`src/swc_pkg.sv`:
```
// swc_pkg: constants, register map and carrier types for the sleep/wake controller
// assumes a 250 MHz core clock and a classic wishbone slave with 32-bit data
package swc_pkg;
    localparam int unsigned CLK_MHZ = 250;
    localparam int unsigned TICK_US = 1000;
    localparam int unsigned TICK_CYCLES = CLK_MHZ * TICK_US;
    localparam int unsigned SLEEP_UNIT_MS = 10;
    localparam logic [7:0] ADR_MODE = 8'h00;
    localparam logic [7:0] ADR_SLEEP = 8'h04;
    localparam logic [7:0] ADR_WAKE = 8'h08;
    localparam logic [7:0] ADR_CYCLES = 8'h0c;
    localparam logic [7:0] ADR_OPTIONS = 8'h10;
    localparam logic [7:0] ADR_RATE = 8'h14;
    localparam logic [7:0] ADR_HOSTDLY = 8'h18;
    localparam logic [7:0] ADR_STATUS = 8'h1c;
    localparam logic [3:0] MODE_NORMAL = 4'h0;
    localparam logic [3:0] MODE_PIN = 4'h1;
    localparam logic [3:0] MODE_CYCLIC = 4'h4;
    localparam logic [3:0] MODE_PIN_CYCLIC = 4'h5;
    localparam logic [3:0] MODE_SUPPORT = 4'h7;
    localparam logic [3:0] MODE_SYNC = 4'h8;
    localparam logic [3:0] RST_MODE = 4'h0;
    localparam logic [21:0] RST_SLEEP = 22'h00012c;
    localparam logic [21:0] MAX_SLEEP = 22'h15f900;
    localparam logic [21:0] RST_WAKE = 22'h000d08;
    localparam logic [21:0] MAX_WAKE = 22'h36ee80;
    localparam logic [15:0] RST_CYCLES = 16'h0001;
    localparam logic [10:0] RST_OPTIONS = 11'h002;
    localparam logic [10:0] OPT_MASK = 11'h53f;
    localparam logic [7:0] RST_RATE = 8'h01;
    localparam logic [15:0] RST_HOSTDLY = 16'h0000;
    localparam int OPT_COORD = 0;
    localparam int OPT_NOCOORD = 1;
    localparam int OPT_STATUS_MSG = 2;
    localparam int OPT_NO_EARLY = 3;
    localparam int OPT_EQUAL = 4;
    localparam int OPT_NO_RAPID = 5;
    localparam int OPT_FULL_WAKE = 8;
    localparam int OPT_RANDOM = 10;

    typedef enum logic [3:0] {
        SWC_AWAKE = 4'b0001,
        SWC_SLEEP = 4'b0010,
        SWC_CHECK = 4'b0100,
        SWC_WAKE = 4'b1000
    } swc_state_t;

    typedef struct packed {
        logic [3:0] mode;
        logic [21:0] sleep_len;
        logic [21:0] wake_len;
        logic [15:0] cycles;
        logic [10:0] options;
        logic [7:0] rate;
        logic [15:0] host_dly;
    } swc_cfg_t;

    typedef struct packed {
        logic ack;
        logic [31:0] dat;
    } swc_bus_t;

    typedef struct packed {
        logic asleep;
        logic awake_ind;
        logic host_hold;
        logic coordinator;
        logic status_msg;
        logic early_wake;
        logic equal_seniority;
        logic rapid_sync;
        logic random_sample;
    } swc_out_t;
endpackage

```
`src/swc_top.sv`:
```
// swc_top: sleep/wake sequencer with its wishbone register file
// assumes synchronous pins, one clock, host drives the sleep request pin
//
// Function
// - mode 0 keeps the device awake always
// - mode 1 sleeps or wakes by the sleep request pin level only
// - mode 4 alternates sleep period then wake period autonomously
// - mode 5 cycles while pin asserted, wakes at once when released
// - mode 7 stays awake permanently while supporting mode 8 peers
// - mode 8 sleeps for sleep period then wakes for wake period, repeating
// - synchronous modes refused when radio rate is zero; never mixed with async
// - option words with bits 0 and 1 both set are refused
// - option bit 0 forces coordinator role, bit 1 forbids it
// - bits 2..5 drive status messages, early wake, seniority, rapid sync
// - bit 8 forces full wake time; bit 10 enables randomized sampling
// - cycle count 1..65535 sets sleep periods between awake indications
// - quiet wakes check for data, wake fully if found, else sleep again
// - awake indicator asserts whenever awake or waking: every nth async cyclic wake, every sync wake, or a quiet wake that finds data
// - cycle count ignored in synchronous modes
// - sleep period in 10 ms units, zero means no sleep
// - wake period in 1 ms units, counted after data in async sleep
// - nonzero host delay holds output after wake; serial input ends it
//
// Decided for this implementation: register access over Wishbone and the placing of the registers.
`timescale 1ns/1ns
module swc_top
    import swc_pkg::*;
(
    input wire logic core_clk,
    input wire logic reset_n,
    input wire logic clk_en,
    input wire logic wb_cyc_i,
    input wire logic wb_stb_i,
    input wire logic wb_we_i,
    input wire logic [7:0] wb_adr_i,
    input wire logic [3:0] wb_sel_i,
    input wire logic [31:0] wb_dat_i,
    output logic [31:0] wb_dat_o,
    output logic wb_ack_o,
    input wire logic sleep_request_pin,
    input wire logic serial_data_seen,
    input wire logic radio_data_seen,
    output logic awake_indicator_pin,
    output logic radio_asleep,
    output logic host_output_hold,
    output logic sleep_coordinator,
    output logic sleep_status_msg_en,
    output logic early_wake_en,
    output logic equal_seniority,
    output logic rapid_sync_en,
    output logic random_sampling_en
);
    ////////////////////////////////////////////////////////////////////////
    // reset release
    logic [1:0] rst_sync;
    logic rst_n;
    always_ff @(posedge core_clk or negedge reset_n) begin
        if (!reset_n) begin
            rst_sync <= 2'b00;
        end else begin
            rst_sync <= {rst_sync[0], 1'b1};
        end
    end
    assign rst_n = rst_sync[1];

    ////////////////////////////////////////////////////////////////////////
    // state
    typedef struct packed {
        swc_cfg_t cfg;
        swc_bus_t bus;
        swc_out_t out;
        swc_state_t st;
        logic [17:0] tick_cnt;
        logic [21:0] sub_ms;
        logic [21:0] timer;
        logic [15:0] wake_cnt;
        logic [15:0] host_cnt;
    } swc_regs_t;

    swc_regs_t r;
    swc_regs_t next_r;

    ////////////////////////////////////////////////////////////////////////
    // sequencer helpers
    function automatic logic is_sync(input logic [3:0] m);
        return (m == MODE_SUPPORT) || (m == MODE_SYNC);
    endfunction

    function automatic logic mode_ok(input logic [3:0] m, input logic [7:0] rate);
        logic ok;
        ok = (m == MODE_NORMAL) || (m == MODE_PIN) || (m == MODE_CYCLIC) ||
             (m == MODE_PIN_CYCLIC) || (m == MODE_SUPPORT) || (m == MODE_SYNC);
        if (is_sync(m) && rate == 8'h00) begin
            ok = 1'b0;
        end
        return ok;
    endfunction

    function automatic logic [21:0] clamp(input logic [21:0] v, input logic [21:0] mx);
        return (v > mx) ? mx : v;
    endfunction

    function automatic swc_regs_t enter_sleep(input swc_regs_t v);
        swc_regs_t s;
        s = v;
        s.st = SWC_SLEEP;
        s.timer = v.cfg.sleep_len;
        s.sub_ms = 22'h0;
        return s;
    endfunction

    function automatic swc_regs_t enter_wake(input swc_regs_t v);
        swc_regs_t w;
        w = v;
        w.st = SWC_WAKE;
        w.wake_cnt = 16'h0;
        w.timer = v.cfg.wake_len;
        w.host_cnt = v.cfg.host_dly;
        return w;
    endfunction

    localparam logic [17:0] TICK_LAST = 18'(TICK_CYCLES - 1);
    localparam logic [21:0] UNIT_LAST = 22'(SLEEP_UNIT_MS - 1);

    logic wr;
    logic rd;
    logic ms_tick;
    logic cyclic;
    logic sync_mode;
    logic data_seen;
    logic [31:0] status_word;

    always_comb begin
        next_r = r;
        wr = wb_cyc_i && wb_stb_i && wb_we_i && !r.bus.ack;
        rd = wb_cyc_i && wb_stb_i && !wb_we_i && !r.bus.ack;
        ms_tick = (r.tick_cnt == TICK_LAST);
        cyclic = (r.cfg.mode == MODE_CYCLIC) || (r.cfg.mode == MODE_SYNC) ||
                 (r.cfg.mode == MODE_PIN_CYCLIC && sleep_request_pin);
        sync_mode = is_sync(r.cfg.mode);
        data_seen = serial_data_seen || radio_data_seen;
        status_word = 32'h0;
        status_word[3:0] = r.st;
        status_word[4] = r.out.awake_ind;
        status_word[5] = r.out.host_hold;

        ////////////////////////////////////////////////////////////////////
        // wishbone slave, one wait state, unmapped reads as zero
        next_r.bus.ack = (wb_cyc_i && wb_stb_i) && !r.bus.ack;
        next_r.bus.dat = 32'h0;
        if (rd) begin
            unique case (wb_adr_i)
                ADR_MODE: next_r.bus.dat = {28'h0, r.cfg.mode};
                ADR_SLEEP: next_r.bus.dat = {10'h0, r.cfg.sleep_len};
                ADR_WAKE: next_r.bus.dat = {10'h0, r.cfg.wake_len};
                ADR_CYCLES: next_r.bus.dat = {16'h0, r.cfg.cycles};
                ADR_OPTIONS: next_r.bus.dat = {21'h0, r.cfg.options};
                ADR_RATE: next_r.bus.dat = {24'h0, r.cfg.rate};
                ADR_HOSTDLY: next_r.bus.dat = {16'h0, r.cfg.host_dly};
                ADR_STATUS: next_r.bus.dat = status_word;
                default: next_r.bus.dat = 32'h0;
            endcase
        end
        if (wr && wb_sel_i == 4'hf) begin
            unique case (wb_adr_i)
                ADR_MODE: begin
                    if (mode_ok(wb_dat_i[3:0], r.cfg.rate) && wb_dat_i[31:4] == 28'h0) begin
                        next_r.cfg.mode = wb_dat_i[3:0];
                    end
                end
                ADR_SLEEP: next_r.cfg.sleep_len = clamp(wb_dat_i[21:0], MAX_SLEEP);
                ADR_WAKE: begin
                    if (wb_dat_i[21:0] != 22'h0) begin
                        next_r.cfg.wake_len = clamp(wb_dat_i[21:0], MAX_WAKE);
                    end
                end
                ADR_CYCLES: begin
                    if (wb_dat_i[15:0] != 16'h0) begin
                        next_r.cfg.cycles = wb_dat_i[15:0];
                    end
                end
                ADR_OPTIONS: begin
                    if (!(wb_dat_i[OPT_COORD] && wb_dat_i[OPT_NOCOORD])) begin
                        next_r.cfg.options = wb_dat_i[10:0] & OPT_MASK;
                    end
                end
                ADR_RATE: begin
                    next_r.cfg.rate = wb_dat_i[7:0];
                    if (wb_dat_i[7:0] == 8'h0 && sync_mode) begin
                        next_r.cfg.mode = MODE_NORMAL;
                    end
                end
                ADR_HOSTDLY: next_r.cfg.host_dly = wb_dat_i[15:0];
                default: ;
            endcase
        end

        ////////////////////////////////////////////////////////////////////
        // millisecond tick and timers
        next_r.tick_cnt = ms_tick ? 18'h0 : r.tick_cnt + 18'h1;
        if (ms_tick && r.st == SWC_SLEEP) begin
            next_r.sub_ms = (r.sub_ms == UNIT_LAST) ? 22'h0 : r.sub_ms + 22'h1;
            if (r.sub_ms == UNIT_LAST && r.timer != 22'h0) begin
                next_r.timer = r.timer - 22'h1;
            end
        end else if (ms_tick && r.timer != 22'h0) begin
            next_r.timer = r.timer - 22'h1;
        end
        if (r.host_cnt != 16'h0) begin
            if (serial_data_seen) begin
                next_r.host_cnt = 16'h0;
            end else if (ms_tick) begin
                next_r.host_cnt = r.host_cnt - 16'h1;
            end
        end

        ////////////////////////////////////////////////////////////////////
        // sequencer
        unique case (r.st)
            SWC_AWAKE: begin
                next_r.out.awake_ind = 1'b1;
                if (r.cfg.mode == MODE_PIN && sleep_request_pin) begin
                    next_r.st = SWC_SLEEP;
                end else if (cyclic && r.cfg.sleep_len != 22'h0) begin
                    next_r = enter_sleep(next_r);
                end
            end
            SWC_SLEEP: begin
                next_r.out.awake_ind = 1'b0;
                if (r.cfg.mode == MODE_PIN) begin
                    if (!sleep_request_pin) begin
                        next_r.st = SWC_WAKE;
                        next_r.timer = 22'h0;
                        next_r.host_cnt = r.cfg.host_dly;
                    end
                end else if (!cyclic || r.cfg.sleep_len == 22'h0) begin
                    next_r.st = SWC_AWAKE;
                    next_r.wake_cnt = 16'h0;
                    next_r.host_cnt = r.cfg.host_dly;
                end else if (r.timer == 22'h0) begin
                    next_r.wake_cnt = r.wake_cnt + 16'h1;
                    if (sync_mode || r.wake_cnt + 16'h1 >= r.cfg.cycles) begin
                        next_r = enter_wake(next_r);
                    end else begin
                        next_r.st = SWC_CHECK;
                        next_r.timer = 22'h1;
                    end
                end
            end
            SWC_CHECK: begin
                if (data_seen) begin
                    next_r = enter_wake(next_r);
                end else if (r.timer == 22'h0) begin
                    next_r = enter_sleep(next_r);
                end
            end
            SWC_WAKE: begin
                next_r.out.awake_ind = 1'b1;
                if (data_seen && !sync_mode && !r.cfg.options[OPT_FULL_WAKE]) begin
                    next_r.timer = r.cfg.wake_len;
                end
                if (r.cfg.mode == MODE_PIN) begin
                    if (sleep_request_pin) begin
                        next_r.st = SWC_SLEEP;
                    end
                end else if (!cyclic || r.timer == 22'h0) begin
                    next_r.st = SWC_AWAKE;
                end
            end
            default: next_r.st = SWC_AWAKE;
        endcase
        if (r.cfg.mode == MODE_NORMAL || r.cfg.mode == MODE_SUPPORT) begin
            next_r.st = SWC_AWAKE;
        end
        if (next_r.cfg.mode != r.cfg.mode) begin
            next_r.st = SWC_AWAKE;
            next_r.timer = 22'h0;
            next_r.sub_ms = 22'h0;
            next_r.wake_cnt = 16'h0;
        end
        if (next_r.st == SWC_SLEEP) begin
            next_r.host_cnt = 16'h0;
        end
        if (serial_data_seen) begin
            next_r.host_cnt = 16'h0;
        end
        next_r.out.awake_ind = (next_r.st == SWC_AWAKE) || (next_r.st == SWC_WAKE);
        next_r.out.asleep = (next_r.st == SWC_SLEEP);
        next_r.out.host_hold = (next_r.host_cnt != 16'h0);

        ////////////////////////////////////////////////////////////////////
        // option decode, synchronous-only bits gated by the mode
        next_r.out.coordinator = sync_mode && r.cfg.options[OPT_COORD];
        next_r.out.status_msg = sync_mode && r.cfg.options[OPT_STATUS_MSG];
        next_r.out.early_wake = sync_mode && !r.cfg.options[OPT_NO_EARLY];
        next_r.out.equal_seniority = sync_mode && r.cfg.options[OPT_EQUAL];
        next_r.out.rapid_sync = sync_mode && !r.cfg.options[OPT_NO_RAPID];
        next_r.out.random_sample = r.cfg.options[OPT_RANDOM];
    end

    ////////////////////////////////////////////////////////////////////////
    // registers
    always_ff @(posedge core_clk or negedge rst_n) begin
        if (!rst_n) begin
            r <= '0;
            r.cfg.mode <= RST_MODE;
            r.cfg.sleep_len <= RST_SLEEP;
            r.cfg.wake_len <= RST_WAKE;
            r.cfg.cycles <= RST_CYCLES;
            r.cfg.options <= RST_OPTIONS;
            r.cfg.rate <= RST_RATE;
            r.cfg.host_dly <= RST_HOSTDLY;
            r.st <= SWC_AWAKE;
            r.out.awake_ind <= 1'b1;
        end else if (clk_en) begin
            r <= next_r;
        end
    end

    assign wb_dat_o = r.bus.dat;
    assign wb_ack_o = r.bus.ack;
    assign awake_indicator_pin = r.out.awake_ind;
    assign radio_asleep = r.out.asleep;
    assign host_output_hold = r.out.host_hold;
    assign sleep_coordinator = r.out.coordinator;
    assign sleep_status_msg_en = r.out.status_msg;
    assign early_wake_en = r.out.early_wake;
    assign equal_seniority = r.out.equal_seniority;
    assign rapid_sync_en = r.out.rapid_sync;
    assign random_sampling_en = r.out.random_sample;
endmodule

```
`config.mk`:
```
export PLATFORM = sky130hd
export DESIGN_NAME = swc_top
export DESIGN_NICKNAME = d
export VERILOG_FILES = /design/src/swc_pkg.sv /design/src/swc_top.sv
export SDC_FILE = /design/constraint.sdc
export NUM_CORES = 1
export LEC_CHECK = 0
export CAP_MARGIN = 30
export CORE_ASPECT_RATIO = 0.8
export CORE_MARGIN = 4
export CORE_UTILIZATION = 65
export CTS_CLUSTER_DIAMETER = 30
export CTS_CLUSTER_SIZE = 16
export DETAILED_ROUTE_END_ITERATION = 10
export DONT_BUFFER_PORTS = 1
export GPL_TIMING_DRIVEN = 0
export PLACE_DENSITY = 0.92
export SKIP_CTS_REPAIR_TIMING = 1
export SYNTH_ARGS = -nofsm -noshare
export SYNTH_HDL_FRONTEND = slang
export SYNTH_SLANG_ARGS = --single-unit
```
`constraint.sdc`:
```
create_clock -name core_clk -period 7.8 [get_ports core_clk]
set_clock_uncertainty 0.1 [all_clocks]
set_input_delay 0.39 -clock core_clk [delete_from_list [all_inputs] [get_ports core_clk]]
set_output_delay 0.39 -clock core_clk [all_outputs]
set_load 0.005 [all_outputs]
```
==> results.md <==
- Post-detail-place hpwl: 45480 um
- Buf+Inv Stages, Crit Path: 1
- RD Place Congestion: 1.066
- Yosys cell types: 84
- Ys Warns: 0
- Initial DRT Pass Iterations: 11
- Root Buffer: clkbuf_16
- Worst skew pair latency: 0.56 ns
- Chip width: 179.7 um
- Register bit total from synthesis: 228
- Worst path top cell family by delay: compound AO/OA/AOI/OAI gates
- Worst-margin pin slew: 1.161 ns
- Vias in the first global route: 16160
- Slowest-stage cell, CP: a31oi_1
- Final hold violation count: 2
- Drt total wl: 63760 um
- H-Tree Depth: 2
- CORE AREA: 22810 um2
- Detailed-route via count: 17080
- RSZ-0062 raised after global routing: false
- Final period utilization: 76.36%
- Critical path required time: 8.10 ns
- # rows: 49
- CTS tree: yes
- Syn_area_per_cell: 8.358 um2
- Synth area leaders: dfrtp_1 (35%), o21ai_0 (6.0%), nand2_1 (5.9%)
- Setup_tns: 0 ns
- Iter 0 DRT Violations: 3492
- Top cell type's share of synthesized area: 35.10%
- Startpoint types: register
- CP max stage delay: 0.83 ns
- Vias/cell: 7.598
- Slew Limit Fails: 0
- EDFF count, synth: 0
- Most used flip-flop cell after synthesis: dfrtp_1
- Critical Path AT: 6.25 ns
- Leak: 7.111 nW
- Cell Chain, Critical Path: ha_1, inv_1, nor2_1, nand3_1, or2_2, nor2_1, xnor2_1, ha_1, nand4_1, nor3_1, a311oi_1, nand3_1, a31oi_1, a311oi_1, a2111oi_0, o21ai_0, a21oi_1, a21oi_1
- PD cells: 198.5 nW/um2
- Syn Inst Count: 1834
- Post-synth top cells: nand2_1 (241), dfrtp_1 (215), o21ai_0 (184)
- First-pass GRT wire length: 95310 um
- Largest area contributor in the netlist: dfrtp_1
- Deepest clock path buffer count: 3
- Most common cell in the synthesized netlist: nand2_1
- Die span in y: 145.4 um
- Crit path kind: reg2reg
- Grt ovf: 0
- CP endpoint kind: register
- # clock sinks: 228
- Achievable Freq: 167.9 MHz
- I/O pins: 95
- Syn Std Cell Area: 15330 um2
- Area delta synth->final: 14.04%
- Post-Layout Cell Count: 2248
- Global-route usage over all layers: 46.29%
- Post-route ant nets: 0
- Hold Crit Class: in2reg
- Sequential element share of the synthesized area: 37.33%
- Status: complete, but fails checks
- Total chip power: 0.003470 W
- DR DRC count: 1
- Die area: 26120 um2
- FFs w/ async S/R, synth: 100.0%
- Max VDD drop: 0.1899 mV
- Failing checks: design-rule violations, negative hold slack
- MaxCap Viol Count: 0
- Worst-path clk slew: 0.05 ns
- Initial Util: 67.21%
- CP max FO: 6
- Layout cells sized above 1: 11.33%
- Largest net degree at the start of global routing: 74
- # setup viols final: 0
- PortBufs: 0
- Inserted Clock Buffers: 42
- DP Cell Count: 2158
- Nets: 1984
- Max-slew headroom: 22.06%
- Final hold slack: -0.06224 ns
- WL per Instance: 28.36 um
- Initial antenna violation count: 3
- Final min period: 5.956 ns
layout by cell type (no fill, tap or decap), types with 34 or more instances in the layout:
cell type / instances
inv_1: 45
o2bb2ai_1: 40
nand2_1: 241
o21ai_0: 184
clkbuf_16: 43
dfrtp_1: 214
nor2_1: 145
a21oi_1: 76
clkbuf_1: 99
nor4_1: 38
mux2_2: 47
nand3_1: 47
nor3_1: 40
buf_4: 34
flip-flops by register name (all words and copies together), names as in the netlist:
name and flops:
r 193, wb_ack_o 1, rst_sync 2, awake_indicator_pin 1, host_output_hold 1, random_sampling_en 1, sleep_status_msg_en 1, rapid_sync_en 1
equal_seniority 1, next_r 1, sleep_coordinator 1, radio_asleep 1, early_wake_en 1, wb_dat_o 22
routing by layer:
metal  wire length (um)  vias to the layer above  share of wire, %  GRT usage, %
met4               4189                        4               6.6         22.16
li1                   -                     6927                 -             -
met1              22530                     8027                35         60.93
met5                 59                        -             0.093        0.9091
met2              26050                     1701                41         66.20
met3              10930                      421                17         19.54
through the flow:
| step | util, % | instance area (um2) | hold slack (ns) | setup WS [ns] |
|---|---|---|---|---|
| after floorplan | - | 15360 | -0.005591 | 0.8985 |
| after global placement | 69.04 | 15750 | -0.005418 | -1.587 |
| after detailed placement | 69.67 | 15890 | -0.005346 | 2.252 |
| after CTS | 76.16 | 17370 | -0.5695 | 2.217 |
| after global routing | 76.63 | 17480 | 0.005962 | 1.724 |
| final | 76.65 | 17480 | -0.06224 | 1.844 |
report_power, final:
group | switching (W) | total [W] | internal (W)
clock network | 0.000681 | 0.00193 | 0.00125
logic | 0.000199 | 0.000282 | 0.0000825
registers | 0.0000476 | 0.00126 | 0.00121
total | 0.000928 | 0.00347 | 0.00254
cell type report:
type                            count  area [um2]
Fill cell                        1604        5326
Timing Repair Buffer               21       229.0
Antenna cell                        1       2.502
Inverter                           46       172.7
Clock buffer                       53        1184
Clock inverter                     24       297.8
Sequential cell                   228        5725
Tap cell                          306       382.9
Buffer                            142       670.6
Multi-Input combinational cell   1427        8816
worst reg2reg max path, stage by stage (launching register included):
cell and delay [ns]:
dfrtp_1 0.44, ha_1 0.24, inv_1 0.08, nor2_1 0.16, nand3_1 0.24, or2_2 0.41, nor2_1 0.15, xnor2_1 0.18
ha_1 0.29, nand4_1 0.10, nor3_1 0.09, a311oi_1 0.82, nand3_1 0.41, a31oi_1 0.83, a311oi_1 0.10, a2111oi_0 0.75
o21ai_0 0.18, a21oi_1 0.18, a21oi_1 0.06
path summary, 6_finish.rpt:
| kind | from | endpoint | slack [ns] | cells past startpoint |
|---|---|---|---|---|
| hold / removal | wb_dat_i[11] | r[202] | -0.06 | 2 |
| min in group asynchronous | rst_sync[1] | r[230] | 0.21 | 0 |
| setup reg to reg | r[16] | r[39] | 1.84 | 18 |
| setup / recovery | r[16] | r[39] | 1.84 | 18 |
| max in group asynchronous | rst_sync[1] | r[156] | 6.27 | 2 |
| hold reg to reg | rst_sync[1] | r[230] | 0.21 | 0 |
cell families (layout without fill, tap and decap cells):
group / count (synthesis) / count (layout) / share of synthesized area, %
XOR/XNOR: 49 / 49 / 2.800
adder cells (fa/ha/maj): 23 / 23 / 1.877
AO/OA/AOI/OAI: 545 / 545 / 23.66
AND/OR/NAND/NOR: 725 / 725 / 23.57
flip-flops: 228 / 228 / 37.33
buffers and inverters: 188 / 286 / 5.502
multiplexers: 74 / 74 / 5.216
other: 2 / 12 / 0.04899
Note: power is estimated with default switching activity, not from simulation.
